File: src/design/via_pkg.sv
package via_pkg;
  // Source count and index width
  localparam int NUM_SRC   = 27;
  localparam int IDX_W     = 5;
  // Register byte offsets on the bus
  localparam logic [7:0] OFS_REQ  = 8'h00;
  localparam logic [7:0] OFS_MASK = 8'h04;
  localparam logic [7:0] OFS_PRIO = 8'h08;
  localparam logic [7:0] OFS_STAT = 8'h0C;
  // Status register bit positions
  localparam int STAT_IE   = 0;
  localparam int STAT_ISP  = 1;
  localparam int STAT_NMIA = 2;
  localparam int STAT_NMIP = 3;
  localparam int STAT_BUSY = 4;
  // Status word flag reset values
  localparam logic RST_IE  = 1'b0;
  localparam logic RST_ISP = 1'b1;
  // Mask and priority flags reset to all ones
  localparam logic [31:0] RST_ONES = 32'hFFFFFFFF;
  // Vector table
  localparam logic [15:0] VEC_BRK  = 16'h003E;
  localparam logic [15:0] VEC_BASE = 16'h0004;
  // Request-to-service latency in CPU clocks
  localparam int CLK_NS     = 10;
  localparam int LAT_HI_MIN = 7;
  localparam int LAT_LO_MIN = 8;
  localparam int LAT_HI_MAX = 32;
  localparam int LAT_LO_MAX = 33;
  // Save-sequence counts: request flag, accept edge and start flop take 3 clocks
  localparam int SAVE_CNT_HI = LAT_HI_MIN - 3;
  localparam int SAVE_CNT_LO = LAT_LO_MIN - 3;
  localparam int CNT_W       = 5;
  // Bus responses
  localparam logic [1:0] RESP_OKAY   = 2'h0;
  localparam logic [1:0] RESP_SLVERR = 2'h2;
  // Sequencer states
  typedef enum logic [0:0] {
    ST_IDLE = 1'b0,
    ST_SAVE = 1'b1
  } via_state_e;
  // Kind of accepted interrupt
  typedef enum logic [1:0] {
    KIND_NMI  = 2'b00,
    KIND_MASK = 2'b01,
    KIND_BRK  = 2'b10
  } via_kind_e;
endpackage

File: src/design/via_ctrl.sv
// The register addresses and register access over AXI4-Lite were decided locally.
`timescale 1ns/1ns
module via_ctrl
#(
  parameter int          NUM_SRC  = via_pkg::NUM_SRC,
  parameter logic [15:0] NMI_VEC  = 16'h0004
)
(
  // Clock and reset
  input  wire logic                        aclk,
  input  wire logic                        aresetn,
  // Request sources
  input  wire logic [NUM_SRC-1:0]          src_req,
  input  wire logic                        nmi_req,
  // Instruction sequencer
  input  wire logic                        seq_boundary,
  input  wire logic                        seq_defer,
  input  wire logic                        seq_interrupt_return_instr,
  input  wire logic                        seq_break_return_instr,
  input  wire logic                        seq_brk,
  input  wire logic                        seq_ei,
  input  wire logic                        seq_di,
  input  wire logic                        seq_psw_load,
  input  wire logic [1:0]                  seq_psw_val,
  // Service start to sequencer
  output logic                             svc_start,
  output logic [15:0]                      svc_vector,
  output via_pkg::via_kind_e               svc_kind,
  output logic [via_pkg::IDX_W-1:0]        svc_src,
  output logic                             global_irq_enable,
  output logic                             in_service_priority,
  // AXI4-Lite slave
  input  wire logic [7:0]                  s_axi_awaddr,
  input  wire logic                        s_axi_awvalid,
  output logic                             s_axi_awready,
  input  wire logic [31:0]                 s_axi_wdata,
  input  wire logic [3:0]                  s_axi_wstrb,
  input  wire logic                        s_axi_wvalid,
  output logic                             s_axi_wready,
  output logic [1:0]                       s_axi_bresp,
  output logic                             s_axi_bvalid,
  input  wire logic                        s_axi_bready,
  input  wire logic [7:0]                  s_axi_araddr,
  input  wire logic                        s_axi_arvalid,
  output logic                             s_axi_arready,
  output logic [31:0]                      s_axi_rdata,
  output logic [1:0]                       s_axi_rresp,
  output logic                             s_axi_rvalid,
  input  wire logic                        s_axi_rready
);
  import via_pkg::*;

  // Lowest set index of a vector, with a found bit on top
  function automatic logic [IDX_W:0] pick_first(input logic [NUM_SRC-1:0] v);
    logic [IDX_W:0] r;
    r = '0;
    for (int i = NUM_SRC - 1; i >= 0; i--)
    begin
      if (v[i])
      begin
        r = {1'b1, IDX_W'(i)};
      end
    end
    return r;
  endfunction

  // Offset decode shared by read and write paths
  function automatic logic [2:0] reg_sel(input logic [7:0] a);
    logic [2:0] s;
    s = 3'h4;
    unique case (a)
      OFS_REQ:  s = 3'h0;
      OFS_MASK: s = 3'h1;
      OFS_PRIO: s = 3'h2;
      OFS_STAT: s = 3'h3;
      default:  s = 3'h4;
    endcase
    return s;
  endfunction

  // Flag registers and status word bits
  logic [NUM_SRC-1:0] req_ff;          // source_request_flag
  logic [NUM_SRC-1:0] mask_ff;         // source_mask_flag
  logic [NUM_SRC-1:0] prio_ff;         // source_priority_flag
  logic [NUM_SRC-1:0] nxt_req;
  logic [NUM_SRC-1:0] nxt_mask;
  logic [NUM_SRC-1:0] nxt_prio;
  logic               ie_ff;           // global_irq_enable
  logic               isp_ff;          // in_service_priority
  logic               nmi_pend_ff;     // One pending non-maskable
  logic               nmi_active_ff;   // Non-maskable handler running
  // Save sequence
  via_state_e         state_ff;
  logic [CNT_W-1:0]   cnt_ff;
  logic               svc_start_ff;
  logic [15:0]        svc_vector_ff;
  via_kind_e          svc_kind_ff;
  logic [IDX_W-1:0]   svc_src_ff;
  // Bus slave
  logic               awready_ff;
  logic               wready_ff;
  logic               bvalid_ff;
  logic [1:0]         bresp_ff;
  logic [7:0]         awaddr_ff;
  logic [31:0]        wdata_ff;
  logic [3:0]         wstrb_ff;
  logic               arready_ff;
  logic               rvalid_ff;
  logic [1:0]         rresp_ff;
  logic [31:0]        rdata_ff;
  // Arbitration terms
  logic [NUM_SRC-1:0] elig;
  logic [NUM_SRC-1:0] elig_hi;
  logic [NUM_SRC-1:0] elig_lo;
  logic [IDX_W:0]     pick_hi;
  logic [IDX_W:0]     pick_lo;
  logic [IDX_W-1:0]   win_idx;
  logic               win_lo;
  logic               defer_now;
  logic               can_acc;
  logic               acc_brk;
  logic               acc_nmi;
  logic               acc_mask;
  logic               wr_go;
  logic [2:0]         wr_sel;
  logic [31:0]        wr_bits;
  logic [31:0]        cur_word;

  // Defer on the defer strobe, both returns, status load and DI; EI does not defer
  // deferring instruction set
  assign defer_now = seq_defer | seq_interrupt_return_instr | seq_break_return_instr | seq_psw_load
                   | seq_di;

  // Decide only at a boundary, never while a save is running
  // boundary-only evaluation
  assign can_acc = seq_boundary & ~defer_now & (state_ff == ST_IDLE);

  // Eligibility and two-level selection
  // request, mask and level gates
  assign elig    = req_ff & ~mask_ff;
  assign elig_hi = elig & ~prio_ff;
  assign elig_lo = elig & prio_ff & {NUM_SRC{isp_ff}};
  assign pick_hi = pick_first(elig_hi);
  assign pick_lo = pick_first(elig_lo);
  assign win_lo  = ~pick_hi[IDX_W];
  assign win_idx = win_lo ? pick_lo[IDX_W-1:0] : pick_hi[IDX_W-1:0];

  // Break is taken at its own boundary, ahead of everything else
  // break cannot be disabled
  assign acc_brk  = can_acc & seq_brk;
  assign acc_nmi  = can_acc & ~seq_brk & nmi_pend_ff & ~nmi_active_ff;
  assign acc_mask = can_acc & ~seq_brk & ~acc_nmi & ie_ff & ~nmi_active_ff
                  & (pick_hi[IDX_W] | pick_lo[IDX_W]);

  // Write strobe expansion and register write decode
  assign wr_go  = ~awready_ff & ~wready_ff & ~bvalid_ff;
  assign wr_sel = reg_sel(awaddr_ff);
  generate
    for (genvar b = 0; b < 4; b++)
    begin : g_strb
      assign wr_bits[b*8 +: 8] = {8{wstrb_ff[b]}};
    end
  endgenerate
  always_comb
  begin
    cur_word = '0;
    unique case (wr_sel)
      3'h0:    cur_word = 32'(req_ff);
      3'h1:    cur_word = 32'(mask_ff);
      3'h2:    cur_word = 32'(prio_ff);
      default: cur_word = '0;
    endcase
    cur_word = (cur_word & ~wr_bits) | (wdata_ff & wr_bits);
  end

  // Request flags: write, clear on accept, then sources set
  always_comb
  begin
    nxt_req = req_ff;
    if (wr_go && wr_sel == 3'h0)
    begin
      nxt_req = cur_word[NUM_SRC-1:0];
    end
    if (acc_mask)
    begin
      nxt_req[win_idx] = 1'b0;
    end
    nxt_req = nxt_req | src_req;
  end

  // Mask and priority flags are software-only
  always_comb
  begin
    nxt_mask = mask_ff;
    nxt_prio = prio_ff;
    if (wr_go && wr_sel == 3'h1)
    begin
      nxt_mask = cur_word[NUM_SRC-1:0];
    end
    if (wr_go && wr_sel == 3'h2)
    begin
      nxt_prio = cur_word[NUM_SRC-1:0];
    end
  end

  // Flag register update
  always_ff @(posedge aclk)
  begin
    if (!aresetn)
    begin
      req_ff  <= '0;
      mask_ff <= RST_ONES[NUM_SRC-1:0];
      prio_ff <= RST_ONES[NUM_SRC-1:0];
    end
    else
    begin
      req_ff  <= nxt_req;
      mask_ff <= nxt_mask;
      prio_ff <= nxt_prio;
    end
  end

  // Non-maskable pending bit; a new request wins over the clear
  always_ff @(posedge aclk)
  begin
    if (!aresetn)
    begin
      nmi_pend_ff <= 1'b0;
    end
    else if (nmi_req)
    begin
      nmi_pend_ff <= 1'b1;
    end
    else if (acc_nmi)
    begin
      nmi_pend_ff <= 1'b0;
    end
  end

  // Non-maskable handler tracking; return ends it
  always_ff @(posedge aclk)
  begin
    if (!aresetn)
    begin
      nmi_active_ff <= 1'b0;
    end
    else if (acc_nmi)
    begin
      nmi_active_ff <= 1'b1;
    end
    else if (seq_boundary && seq_interrupt_return_instr)
    begin
      nmi_active_ff <= 1'b0;
    end
  end

  // Enable and service priority flags of the status word
  always_ff @(posedge aclk)
  begin
    if (!aresetn)
    begin
      ie_ff  <= RST_IE;
      isp_ff <= RST_ISP;
    end
    else if (acc_nmi)
    begin
      ie_ff  <= 1'b0;
      isp_ff <= 1'b0;
    end
    else if (acc_mask)
    begin
      ie_ff  <= 1'b0;
      isp_ff <= prio_ff[win_idx];
    end
    else if (acc_brk)
    begin
      ie_ff <= 1'b0;
    end
    else if (seq_boundary && seq_psw_load)
    begin
      ie_ff  <= seq_psw_val[1];
      isp_ff <= seq_psw_val[0];
    end
    else if (seq_boundary && seq_ei)
    begin
      ie_ff <= 1'b1;
    end
    else if (seq_boundary && seq_di)
    begin
      ie_ff <= 1'b0;
    end
  end

  // Save-and-vector sequence; the sequencer pushes status then PC
  // fixed save span sets least latency
  // longest latency is set by instruction length
  always_ff @(posedge aclk)
  begin
    if (!aresetn)
    begin
      state_ff      <= ST_IDLE;
      cnt_ff        <= '0;
      svc_start_ff  <= 1'b0;
      svc_vector_ff <= '0;
      svc_kind_ff   <= KIND_NMI;
      svc_src_ff    <= '0;
    end
    else
    begin
      svc_start_ff <= 1'b0;
      unique case (state_ff)
        ST_IDLE:
        begin
          if (acc_brk || acc_nmi || acc_mask)
          begin
            state_ff <= ST_SAVE;
            cnt_ff   <= (acc_mask && win_lo) ? CNT_W'(SAVE_CNT_LO)
                                             : CNT_W'(SAVE_CNT_HI);
          end
          if (acc_brk)
          begin
            svc_vector_ff <= VEC_BRK;
            svc_kind_ff   <= KIND_BRK;
          end
          else if (acc_nmi)
          begin
            svc_vector_ff <= NMI_VEC;
            svc_kind_ff   <= KIND_NMI;
          end
          else if (acc_mask)
          begin
            svc_vector_ff <= VEC_BASE + {10'h000, win_idx, 1'b0};
            svc_kind_ff   <= KIND_MASK;
            svc_src_ff    <= win_idx;
          end
        end
        ST_SAVE:
        begin
          if (cnt_ff == '0)
          begin
            state_ff     <= ST_IDLE;
            svc_start_ff <= 1'b1;
          end
          else
          begin
            cnt_ff <= cnt_ff - CNT_W'(1);
          end
        end
      endcase
    end
  end

  // Write channel: address and data in either order, then response
  always_ff @(posedge aclk)
  begin
    if (!aresetn)
    begin
      awready_ff <= 1'b1;
      wready_ff  <= 1'b1;
      bvalid_ff  <= 1'b0;
      bresp_ff   <= RESP_OKAY;
      awaddr_ff  <= '0;
      wdata_ff   <= '0;
      wstrb_ff   <= '0;
    end
    else
    begin
      if (s_axi_awvalid && awready_ff)
      begin
        awready_ff <= 1'b0;
        awaddr_ff  <= s_axi_awaddr;
      end
      if (s_axi_wvalid && wready_ff)
      begin
        wready_ff <= 1'b0;
        wdata_ff  <= s_axi_wdata;
        wstrb_ff  <= s_axi_wstrb;
      end
      // Unmapped offsets answer with an error; status writes are ignored
      if (wr_go)
      begin
        bvalid_ff <= 1'b1;
        bresp_ff  <= (wr_sel == 3'h4) ? RESP_SLVERR : RESP_OKAY;
      end
      if (bvalid_ff && s_axi_bready)
      begin
        bvalid_ff  <= 1'b0;
        awready_ff <= 1'b1;
        wready_ff  <= 1'b1;
      end
    end
  end

  // Read channel: one read at a time, data registered
  always_ff @(posedge aclk)
  begin
    if (!aresetn)
    begin
      arready_ff <= 1'b1;
      rvalid_ff  <= 1'b0;
      rresp_ff   <= RESP_OKAY;
      rdata_ff   <= '0;
    end
    else if (s_axi_arvalid && arready_ff)
    begin
      arready_ff <= 1'b0;
      rvalid_ff  <= 1'b1;
      rresp_ff   <= RESP_OKAY;
      rdata_ff   <= '0;
      unique case (reg_sel(s_axi_araddr))
        3'h0: rdata_ff <= 32'(req_ff);
        3'h1: rdata_ff <= 32'(mask_ff);
        3'h2: rdata_ff <= 32'(prio_ff);
        3'h3:
        begin
          rdata_ff[STAT_IE]   <= ie_ff;
          rdata_ff[STAT_ISP]  <= isp_ff;
          rdata_ff[STAT_NMIA] <= nmi_active_ff;
          rdata_ff[STAT_NMIP] <= nmi_pend_ff;
          rdata_ff[STAT_BUSY] <= (state_ff == ST_SAVE);
        end
        default: rresp_ff <= RESP_SLVERR;
      endcase
    end
    else if (rvalid_ff && s_axi_rready)
    begin
      rvalid_ff  <= 1'b0;
      arready_ff <= 1'b1;
    end
  end

  // Outputs straight from flops
  assign svc_start           = svc_start_ff;
  assign svc_vector          = svc_vector_ff;
  assign svc_kind            = svc_kind_ff;
  assign svc_src             = svc_src_ff;
  assign global_irq_enable   = ie_ff;
  assign in_service_priority = isp_ff;
  assign s_axi_awready       = awready_ff;
  assign s_axi_wready        = wready_ff;
  assign s_axi_bvalid        = bvalid_ff;
  assign s_axi_bresp         = bresp_ff;
  assign s_axi_arready       = arready_ff;
  assign s_axi_rvalid        = rvalid_ff;
  assign s_axi_rresp         = rresp_ff;
  assign s_axi_rdata         = rdata_ff;
endmodule

File: config.mk
export PLATFORM = sky130hd
export DESIGN_NAME = via_ctrl
export DESIGN_NICKNAME = d
export VERILOG_FILES = /design/src/design/via_pkg.sv /design/src/design/via_ctrl.sv
export SDC_FILE = /design/constraint.sdc
export NUM_CORES = 1
export LEC_CHECK = 0
export BUFFER_PORTS_ARGS = -buffer_cell sky130_fd_sc_hd__buf_2
export CORE_ASPECT_RATIO = 1.5
export CORE_UTILIZATION = 29
export DETAILED_ROUTE_END_ITERATION = 10
export SLEW_MARGIN = 10
export SYNTH_ARGS = -nofsm -noshare
export SYNTH_HDL_FRONTEND = slang
export SYNTH_SLANG_ARGS = --single-unit
export TNS_END_PERCENT = 30
File: constraint.sdc
create_clock -name aclk -period 4.35 [get_ports aclk]
set_input_delay 0.2175 -clock aclk [delete_from_list [all_inputs] [get_ports aclk]]
set_output_delay 0.2175 -clock aclk [all_outputs]
set_load 0.01 [all_outputs]
==> results of run 1 <==
## final cells by class
type,count,area (um2),share of cell area
clock buffers,17,425.4,0.03598
well taps,420,525.5,0.04445
multi-input cells,924,5859,0.4956
clock inverters,15,166.4,0.01408
inverters,10,42.54,0.003598
repair buffers,200,1239,0.1048
flip-flops and latches,178,3565,0.3015
## logic make-up (layout without fill, tap and decap cells)
family / count (synthesis) / after routing
other cells: 1 / 17
mux: 66 / 66
simple gates: 487 / 487
compound gates: 350 / 350
buf+inv: 111 / 242
flops: 178 / 178
xor+xnor: 1 / 1
fa+ha+maj: 3 / 3
## stage by stage
stage	std cells	util	hold WS (ns)
after floorplan	1213	-	0.3179
after global routing	1764	0.3535	0.005791
after global placement	1702	0.3268	0.4281
final	1764	0.3535	0.009534
after CTS	1764	0.3535	0.0005501
after detailed placement	1702	0.3268	0.4317
## sequential cells by signal, summed over array words and instances, names as in the netlist, 2 cells and up
register     count
wstrb_ff         4
svc_vector       6
prio_ff         27
s_axi_rdata     27
req_ff          27
awaddr_ff        8
wdata_ff        27
svc_src          5
cnt_ff           5
mask_ff         27
svc_kind         2
## cells in the mapped netlist (20+ instances only)
master and n:
a221oi_1 28, nand4b_1 21, a21boi_0 48, o21ai_0 46, mux2i_1 58, clkbuf_1 70
a22oi_1 29, nor3b_1 20, nor2b_1 35, o211ai_1 57, nor2_1 82, o21a_1 30
dfxtp_1 178, nand2_1 196, nor3_1 36, a21oi_1 70
## where the power goes
group,switching [W],total [W],internal [W]
combinational,0.000293,0.000509,0.000216
clock,0.000764,0.00154,0.000772
sequential,0.0000751,0.00176,0.00168
total,0.00113,0.00380,0.00267
## how the worst max path moves through the flow
stage | endpoint | from | slack (ns) | cells after the start
CTS | cnt_ff[0] | req_ff[2] | 0.55 | 12
floorplan | in_service_priority | in_service_priority | 1.38 | 15
finish | cnt_ff[0] | in_service_priority | 0.50 | 13
detailed placement | req_ff[11] | in_service_priority | 0.56 | 9
global route | cnt_ff[0] | in_service_priority | 0.28 | 13
global placement | req_ff[11] | req_ff[2] | 0.52 | 10
## routing by layer
metal	part of all wire	wire length, um	vias to the layer above
met2	0.53	17590	310
met5	0	0	-
li1	-	-	4606
met4	0.045	1497	0
met3	0.040	1322	71
met1	0.39	12800	4518
## critical path, cell delays in order, from the launching register on
cell and delay [ns]:
dfxtp_1 0.60, buf_4 0.25, and4b_1 0.28, nand2b_1 0.08, a211oi_1 0.37, o31a_1 0.26
o211a_1 0.31, nor3_1 0.09, nor2_1 0.55, buf_4 0.31, a22oi_1 0.12, a21oi_1 0.18
nand4_1 0.20, a31oi_1 0.17
## cell usage in the layout (no fill, tap or decap), drive strengths merged, types with 21 or more instances in the layout
cell	n
a22oi	29
a21boi	48
a221oi	28
o21a	30
nor2	83
o211ai	57
nand2	196
nor2b	35
o21ai	47
nor3	36
dfxtp	178
mux2i	58
a21oi	70
dlygate4sd3	30
buf	170
nor3b	26
nand4b	21
==> reports/metrics.yaml, run 1 <==
yosys:
  synthMuxAreaShare: 0.07378
  synthFlopType: "dfxtp_1"
  synthXorXnorAreaFrac: 0.0008889
  synth_edf_count: 0
  yosys.area_share.adder: 0.003810
  synth_cells: 1197
  synth_top_area_frac: 0.3617
  synth_top_area_cell: "dfxtp_1"
  yosys_register_bits: 178
  synthSimpleGateAreaFrac: 0.2622
  yosys-top-cells-area: "dfxtp_1, nand2_1, mux2i_1, o211ai_1, a21boi_0"
  yosysUniqueCellTypes: 73
  yosysWarnings: 0
  synthesis.area_um2: 9853
  synth_top_family_by_area: "simple AND/OR/NAND/NOR gates"
  postSynth.asyncResetShare: 0
  syn_avg_cell_area_um2: 8.232
  synth-compound-area-share: 0.2461
  ys_seq_area_frac: 0.3617
power:
  power.density_nw_per_um2: 321.6
  power_leakage_nw: 4.990
  power.total_w: 0.003802
  ir_drop_uv: 225.4
global_route:
  grt_use_total: 0.1918
  grt-busiest-layer: "met2"
  use_met2: 0.3567
  gr-usage-met3: 0.02413
  grt.overflow.total: 0
  grt_pass1_wl_um: 51630
  grt_pass1_vias: 9032
  grt_use_met1: 0.2073
  grt_start_max_net_pins: 95
  grt_antenna_before_repair: 0
die:
  die_h_um: 227.8
  rows: 82
  core-area_um2: 33450
  initial_core_util: 0.2946
  pin_count: 164
  die_x_um: 152.5
  dieArea_um2: 34730
worst_setup_path:
  crit_type: "reg2reg"
  crit_path_start_kind: "register"
  cp.required_ns: 4.74
  timing.rr.end: "cnt_ff[0]"
  cp_max_fo: 11
  rr_startpoint: "in_service_priority"
  cp-end-kind: "register"
  arrival_ns: 4.23
  reg2reg_depth: 13
  reg2reg_slack_ns: 0.50
cts:
  path_clk_slew_ns: 0.07
  clockBufferDepth: 2
  ctsHoldBuffers: 30
  cts.sinks: 178
  cts_setup_buffers: 0
  cts.root.buffer_cell: "clkbuf_16"
  ctsHtreeMaxLevel: 4
  cts_tree: "done"
  cts_resized: 0
  cts_inserted_buffers: 17
  clock_latency_ns: 0.46
run_status:
  violations: "design-rule violations"
  status: "complete, but fails checks"
finish:
  nFillCells: 3470
  finalInstanceArea_um2: 11820
  nets: 1431
  antennaDiodeCount: 0
  syn_to_final_growth_pct: 19.99
  drive_gt1_frac: 0.1823
sta:
  setup_viol: 0
  period_needed_ns: 3.846
  slew_headroom: 0.2756
  fin_crit_sh: 0.8841
  drv_slew: 0
  fmaxAchievable_ghz: 0.2600
  clock_skew_ns: 0.01370
  setup_slack_ns: 0.5042
  grt_setup_unrepaired: "false"
  tightest_slew_ns: 1.082
  hold_viol_final: 0
  setup_tns_ns: 0
placed_design:
  dpl-instance-area_um2: 10930
  place_congestion: 0.9120
  portBuffers: 141
  dpl_worst_slack_ns: 0.5583
  hpwl_um: 24360
drt:
  wl_per_cell_um: 18.83
  antenna_left: 0
  via_per_inst: 5.388
  drtPass1Iterations: 9
  drc_errors: 9
  drtIter0Drc: 757
  vias: 9505
  routed_wl_um: 33220
hold_path:
  min-delay-path-class: "in2reg"
  min_from: "s_axi_wdata[19]"
  hold_end: "wdata_ff[19]"
  hold_depth: 3
run:
  maxCapViolations: 0
Power figures use the tool's default switching activity.
==> run 2: changes to the inputs <==
- clock period: 4.35 -> 3.6 ns (I/O delays scaled with it)
==> run 2 against run 1 <==
Effect of this change:
- the run still ends with design-rule violations left
- hold slack improved by 0.0057 ns
- register-to-register slack lost 0.39 ns
- clock skew down 0.0027 ns
- cell count up 9.6%
- core utilization is 4.2 points higher
- first-iteration DRC count fell by 7.4%
- sequential cell count stayed put
- via count rose by 8.3%
- setup slack worse by 0.39 ns
- global-route usage increased by 1.7 points
- cell area increased by 12%
==> reports/metrics.yaml, run 2 (synthesized netlist as in run 1, its figures left out) <==
global_route:
  grt_use_total: 0.2086
  grt_pass1_wl_um: 55830
  grt_pass1_vias: 10120
  grt_start_max_net_pins: 79
  grt_antenna_before_repair: 0
  grt.overflow.total: 0
worst_setup_path:
  startpoint: "req_ff[11]"
  cp_max_fo: 5
  reg2reg_slack_ns: 0.11
  cp.required_ns: 3.90
  crit_path_start_kind: "register"
  reg2reg_depth: 16
  arrival_ns: 3.79
  rr_startpoint: "req_ff[11]"
  crit_path_end: "in_service_priority"
  crit_type: "reg2reg"
  timing.rr.end: "in_service_priority"
  cp-end-kind: "register"
placed_design:
  portBuffers: 141
  place_congestion: 0.9371
  hpwl_um: 26800
  dpl_worst_slack_ns: -0.01287
finish:
  nFillCells: 3398
  multi_input_area_um2: 5903
  antennaDiodeCount: 0
  register_area_um2: 3565
  drive_gt1_frac: 0.2536
  final_cell_mix: "nand2_1, dfxtp_1, buf_4"
  layout_commonest_cell: "nand2_1"
  nets: 1601
  syn_to_final_growth_pct: 34.27
sta:
  setup_slack_ns: 0.1134
  setup_viol: 0
  hold_viol_final: 0
  slew_headroom: 0.2718
  period_needed_ns: 3.487
  fmaxAchievable_ghz: 0.2868
  fin_crit_sh: 0.9685
  timing.hold.ws_ns: 0.01522
  tightest_slew_ns: 1.090
  clock_skew_ns: 0.01095
  drv_slew: 0
die:
  dieArea_um2: 34730
  die_h_um: 227.8
  initial_core_util: 0.2946
  pin_count: 164
  core-area_um2: 33450
  die_x_um: 152.5
  rows: 82
power:
  ir_drop_uv: 250.5
  pwr-share-clk: 0.390
  power.density_nw_per_um2: 350.9
  pwr-share-comb: 0.159
  seqPwrFrac: 0.451
  p_int_w: 0.003313
  netSwitchingPower_w: 0.001330
  swShare: 0.2864
  power_leakage_nw: 5.767
cts:
  cts_inserted_buffers: 17
  clock_latency_ns: 0.46
  clockBufferDepth: 2
  cts.root.buffer_cell: "clkbuf_16"
  cts_tree: "done"
  cts_setup_buffers: 0
  ctsHtreeMaxLevel: 4
  cts.sinks: 178
  path_clk_slew_ns: 0.07
hold_path:
  min-delay-path-class: "in2reg"
drt:
  wl_per_cell_um: 18.69
  routed_wl_um: 36150
  drtPass1Iterations: 8
  wl_met2_um: 18670
  vias: 10300
  drc_errors: 9
  top_layer: "met4"
  antenna_left: 0
  via_per_inst: 5.325
  wl_met1_um: 13490
  drtIter0Drc: 701
  met3_length_um: 1592
run:
  maxCapViolations: 0
run_status:
  violations: "design-rule violations"
  status: "complete, but fails checks"
==> run 2: changes by cell type in the layout (fill, tap and decap cells not counted), sizes merged <==
cell and delta:
buf +131, inv -4, dlygate4sd3 +39, clkinvlp -1
clkinv +2, clkbuf +3
==> run 2: per-stage QoR <==
stage | TNS [ns] | area [um2] | utilization | total power (W) | instances
4_1_cts | 0 | 13190 | 0.3944 | 0.004674 | 1934
3_5_place_dp | -0.01870 | 11920 | 0.3565 | 0.002811 | 1833
3_3_place_gp | -0.005655 | 11920 | 0.3565 | 0.002806 | 1833
6_report | 0 | 13230 | 0.3956 | 0.004643 | 1934
5_1_grt | -0.02396 | 13230 | 0.3956 | 0.004830 | 1934
2_1_floorplan | 0 | 9913 | - | 0.002547 | 1213
==> run 2: routing by layer <==
layer | track usage | vias to the layer above
met4 | 0.1509 | 0
met1 | 0.2162 | 4880
li1 | - | 4962
met5 | 0 | -
met2 | 0.3834 | 350
met3 | 0.02888 | 106
==> run 2: critical path, stage by stage, from the launching register on <==
cell      delay (ns)
dfxtp_1         0.41
nor3b_2         0.30
buf_4           0.17
a21oi_1         0.03
o21ai_0         0.34
a31oi_1         0.11
buf_4           0.17
o41ai_4         0.40
buf_4           0.22
nor3_2          0.06
buf_4           0.19
mux2i_2         0.25
o21ai_0         0.13
buf_4           0.14
o21a_1          0.17
nand4_1         0.12
o311ai_1        0.11
==> run 2: area by class of cell <==
class	count	share of cell area
multi-input cells	924	0.4462
clock buffers	20	0.03528
flip-flops and latches	178	0.2694
inverters	10	0.003215
clock inverters	12	0.007471
repair buffers	370	0.1987
well taps	420	0.03972
==> run 2: worst min path at each step <==
stage	from	endpoint	slack, ns	cells after the start
5_1_grt	s_axi_wdata[8]	wdata_ff[8]	0.02	3
2_1_floorplan	s_axi_wvalid	s_axi_wready	0.28	1
6_report	s_axi_wdata[8]	wdata_ff[8]	0.02	3
3_5_place_dp	src_req[18]	req_ff[18]	0.39	2
3_3_place_gp	src_req[17]	req_ff[17]	0.39	2
4_1_cts	s_axi_wdata[8]	wdata_ff[8]	0.001	3
==> run 2: repair_timing <==
item,CTS,global route
hold buffers,69,0
setup endpoints to repair,3,13
resized for setup,2,9
hold endpoints to repair,68,0
cloned,0,0
==> run 2: power by group through the flow <==
| stage | combinational [W] | clock, W | sequential (W) |
|---|---|---|---|
| global placement | 0.000672 | 0 | 0.00213 |
| finish | 0.000740 | 0.00181 | 0.00209 |
| global route | 0.000811 | 0.00192 | 0.00210 |
| floorplan | 0.000424 | 0 | 0.00212 |
| CTS | 0.000738 | 0.00185 | 0.00209 |
| detailed placement | 0.000676 | 0 | 0.00214 |
==> run 3: changes to the inputs <==
--- a/config.mk
+++ b/config.mk
@@ -8,6 +8,8 @@
 export BUFFER_PORTS_ARGS = -buffer_cell sky130_fd_sc_hd__buf_2
 export CORE_ASPECT_RATIO = 1.5
-export CORE_UTILIZATION = 29
+export CORE_UTILIZATION = 57
 export DETAILED_ROUTE_END_ITERATION = 10
+export PLACE_DENSITY = 0.81
+export SETUP_SLACK_MARGIN = 0.4
 export SLEW_MARGIN = 10
 export SYNTH_ARGS = -nofsm -noshare
==> constraint.sdc (replaced) <==
create_clock -name aclk -period 3.6 [get_ports aclk]
set_input_delay 0.18 -clock aclk [delete_from_list [all_inputs] [get_ports aclk]]
set_output_delay 0.18 -clock aclk [all_outputs]
set_load 0.05 [all_outputs]
==> run 3 against run 2 <==
Effect of this change:
- total power up 3.9%
- cell area down 5.2%
- the run now ends clean
- sequential share of layout area up 1.9 points
- highest routed layer unchanged
- non-clock buffer count down 97
==> reports/metrics.yaml, run 3 (synthesized netlist as in run 1, its figures left out) <==
power:
  ir_drop_uv: 346.5
  seqPwrFrac: 0.440
  power.total_w: 0.004823
  pwr-share-clk: 0.405
  power.density_nw_per_um2: 384.6
  pwr-share-comb: 0.155
  power_leakage_nw: 5.464
  netSwitchingPower_w: 0.001400
  p_int_w: 0.003423
  swShare: 0.2902
worst_setup_path:
  cp.required_ns: 3.86
  crit_path_start_kind: "register"
  cp_slowest_cell: "dfxtp_4"
  timing.rr.end: "in_service_priority"
  rr_startpoint: "in_service_priority"
  cp_max_fo: 13
  arrival_ns: 3.56
  reg2reg_depth: 13
  slowest_delay_ns: 0.37
  cp_cell_sequence: "buf_4 -> and4b_1 -> nand2b_1 -> or2_2 -> a41oi_1 -> o31ai_1 -> a21oi_2 -> inv_1 -> a211o_1 -> a211o_1 -> o21a_1 -> nand4_1 -> o311ai_2"
  crit_type: "reg2reg"
  crit_path_frequent_cell: "a211o_1"
  reg2reg_slack_ns: 0.30
  cp-end-kind: "register"
sta:
  fmaxAchievable_ghz: 0.3030
  period_needed_ns: 3.300
  clock_skew_ns: 0.01094
  fin_crit_sh: 0.9167
  slew_headroom: 0.3091
  grt_setup_unrepaired: "true"
  timing.hold.ws_ns: 0.009828
  tightest_slew_ns: 1.034
  hold_viol_final: 0
  drv_slew: 0
  setup_tns_ns: 0
  setup_viol: 0
placed_design:
  hpwl_um: 20850
  place_congestion: 0.9877
  portBuffers: 141
finish:
  nets: 1504
  syn_to_final_growth_pct: 27.28
  fin_util: 0.7449
  layout_commonest_cell: "nand2_1"
  drive_gt1_frac: 0.2519
  final_cell_mix: "nand2_1, dfxtp_1, buf_2"
drt:
  wl_per_cell_um: 20.53
  antenna_left: 0
  drtPass1Iterations: 6
  via_per_inst: 6.483
  drc_errors: 0
  routed_wl_um: 33430
  drtIter0Drc: 982
  vias: 10560
cts:
  ctsHtreeMaxLevel: 4
  cts.root.buffer_cell: "clkbuf_16"
  clockBufferDepth: 2
  cts_tree: "done"
  cts_inserted_buffers: 17
  path_clk_slew_ns: 0.07
  cts.sinks: 178
  clock_latency_ns: 0.44
die:
  initial_core_util: 0.5852
  dieArea_um2: 17830
  die_x_um: 109.4
  die_h_um: 163.0
  core-area_um2: 16840
  rows: 58
  pin_count: 164
global_route:
  grt_start_max_net_pins: 100
  grt_antenna_before_repair: 1
  grt_pass1_vias: 10030
  grt_use_total: 0.3749
  grt_pass1_wl_um: 51250
  grt.overflow.total: 0
hold_path:
  hold_end: "awaddr_ff[1]"
  min-delay-path-class: "in2reg"
  min_from: "s_axi_awaddr[1]"
  hold_depth: 3
run:
  maxCapViolations: 0
run_status:
  status: "complete, no violations"
-- run 3: cell types whose count changed in the layout (fill, tap and decap cells not counted), sizes merged --
cell,before,now
buf,301,214
bufinv,0,2
clkbuf,20,19
clkinv,8,2
clkinvlp,1,4
diode,0,1
dlygate4sd3,69,59
inv,13,15
-- run 3: worst max-delay path by stage --
stage                        startpoint             endpoint  cells past startpoint
global placement             prio_ff[3]           req_ff[23]                      9
detailed placement          prio_ff[18]           req_ff[15]                      9
CTS                           req_ff[8]  in_service_priority                     13
floorplan           in_service_priority  in_service_priority                     15
finish              in_service_priority  in_service_priority                     13
global route                 req_ff[21]  in_service_priority                     13
-- run 3: power by group through the flow --
stage / clock, W / sequential [W] / combinational (W)
6_report: 0.00195 / 0.00212 / 0.000748
5_1_grt: 0.00204 / 0.00212 / 0.000805
4_1_cts: 0.00196 / 0.00211 / 0.000698
3_5_place_dp: 0 / 0.00216 / 0.000641
3_3_place_gp: 0 / 0.00215 / 0.000630
2_1_floorplan: 0 / 0.00215 / 0.000456
-- run 3: stage by stage --
step	std cells	instance area [um2]	setup WS, ns
2_1_floorplan	1213	9915	0.4833
3_3_place_gp	1515	10840	0.2385
3_5_place_dp	1515	10840	0.1613
4_1_cts	1609	12090	0.2261
5_1_grt	1628	12540	0.2306
6_report	1628	12540	0.2999
-- run 3: metal layers --
| layer | GRT usage | wire length [um] |
|---|---|---|
| met1 | 0.4078 | 11930 |
| met2 | 0.6164 | 15940 |
| met3 | 0.07741 | 2554 |
| met4 | 0.3115 | 3000 |
| met5 | 0 | 0 |
-- run 3: timing repair --
action                                  4_1_cts  5_1_grt
setup buffers                                 3       18
endpoints found under the setup margin       16       33
pin swaps                                     4       13
resized for setup                             5       85
hold endpoints to repair                     59        0
hold buffers                                 59        0
-- run 3: cell type report --
class | instances | area, um2
multi-input cells | 924 | 6122
fillers | 1236 | 4295
flip-flops and latches | 178 | 3612
repair buffers | 273 | 1879
clock buffers | 19 | 452.9
well taps | 210 | 262.8
clock inverters | 13 | 166.4
inverters | 10 | 42.54
diodes | 1 | 2.502
-- run 3: worst max-delay path, delay by kind of cell (launching register included) --
family                 cells  cell delay (ns)
and+or+nand+nor            4             0.86
DFF                        1             0.37
buffers and inverters      2             0.44
AOI/OAI and AO/OA          7             1.46
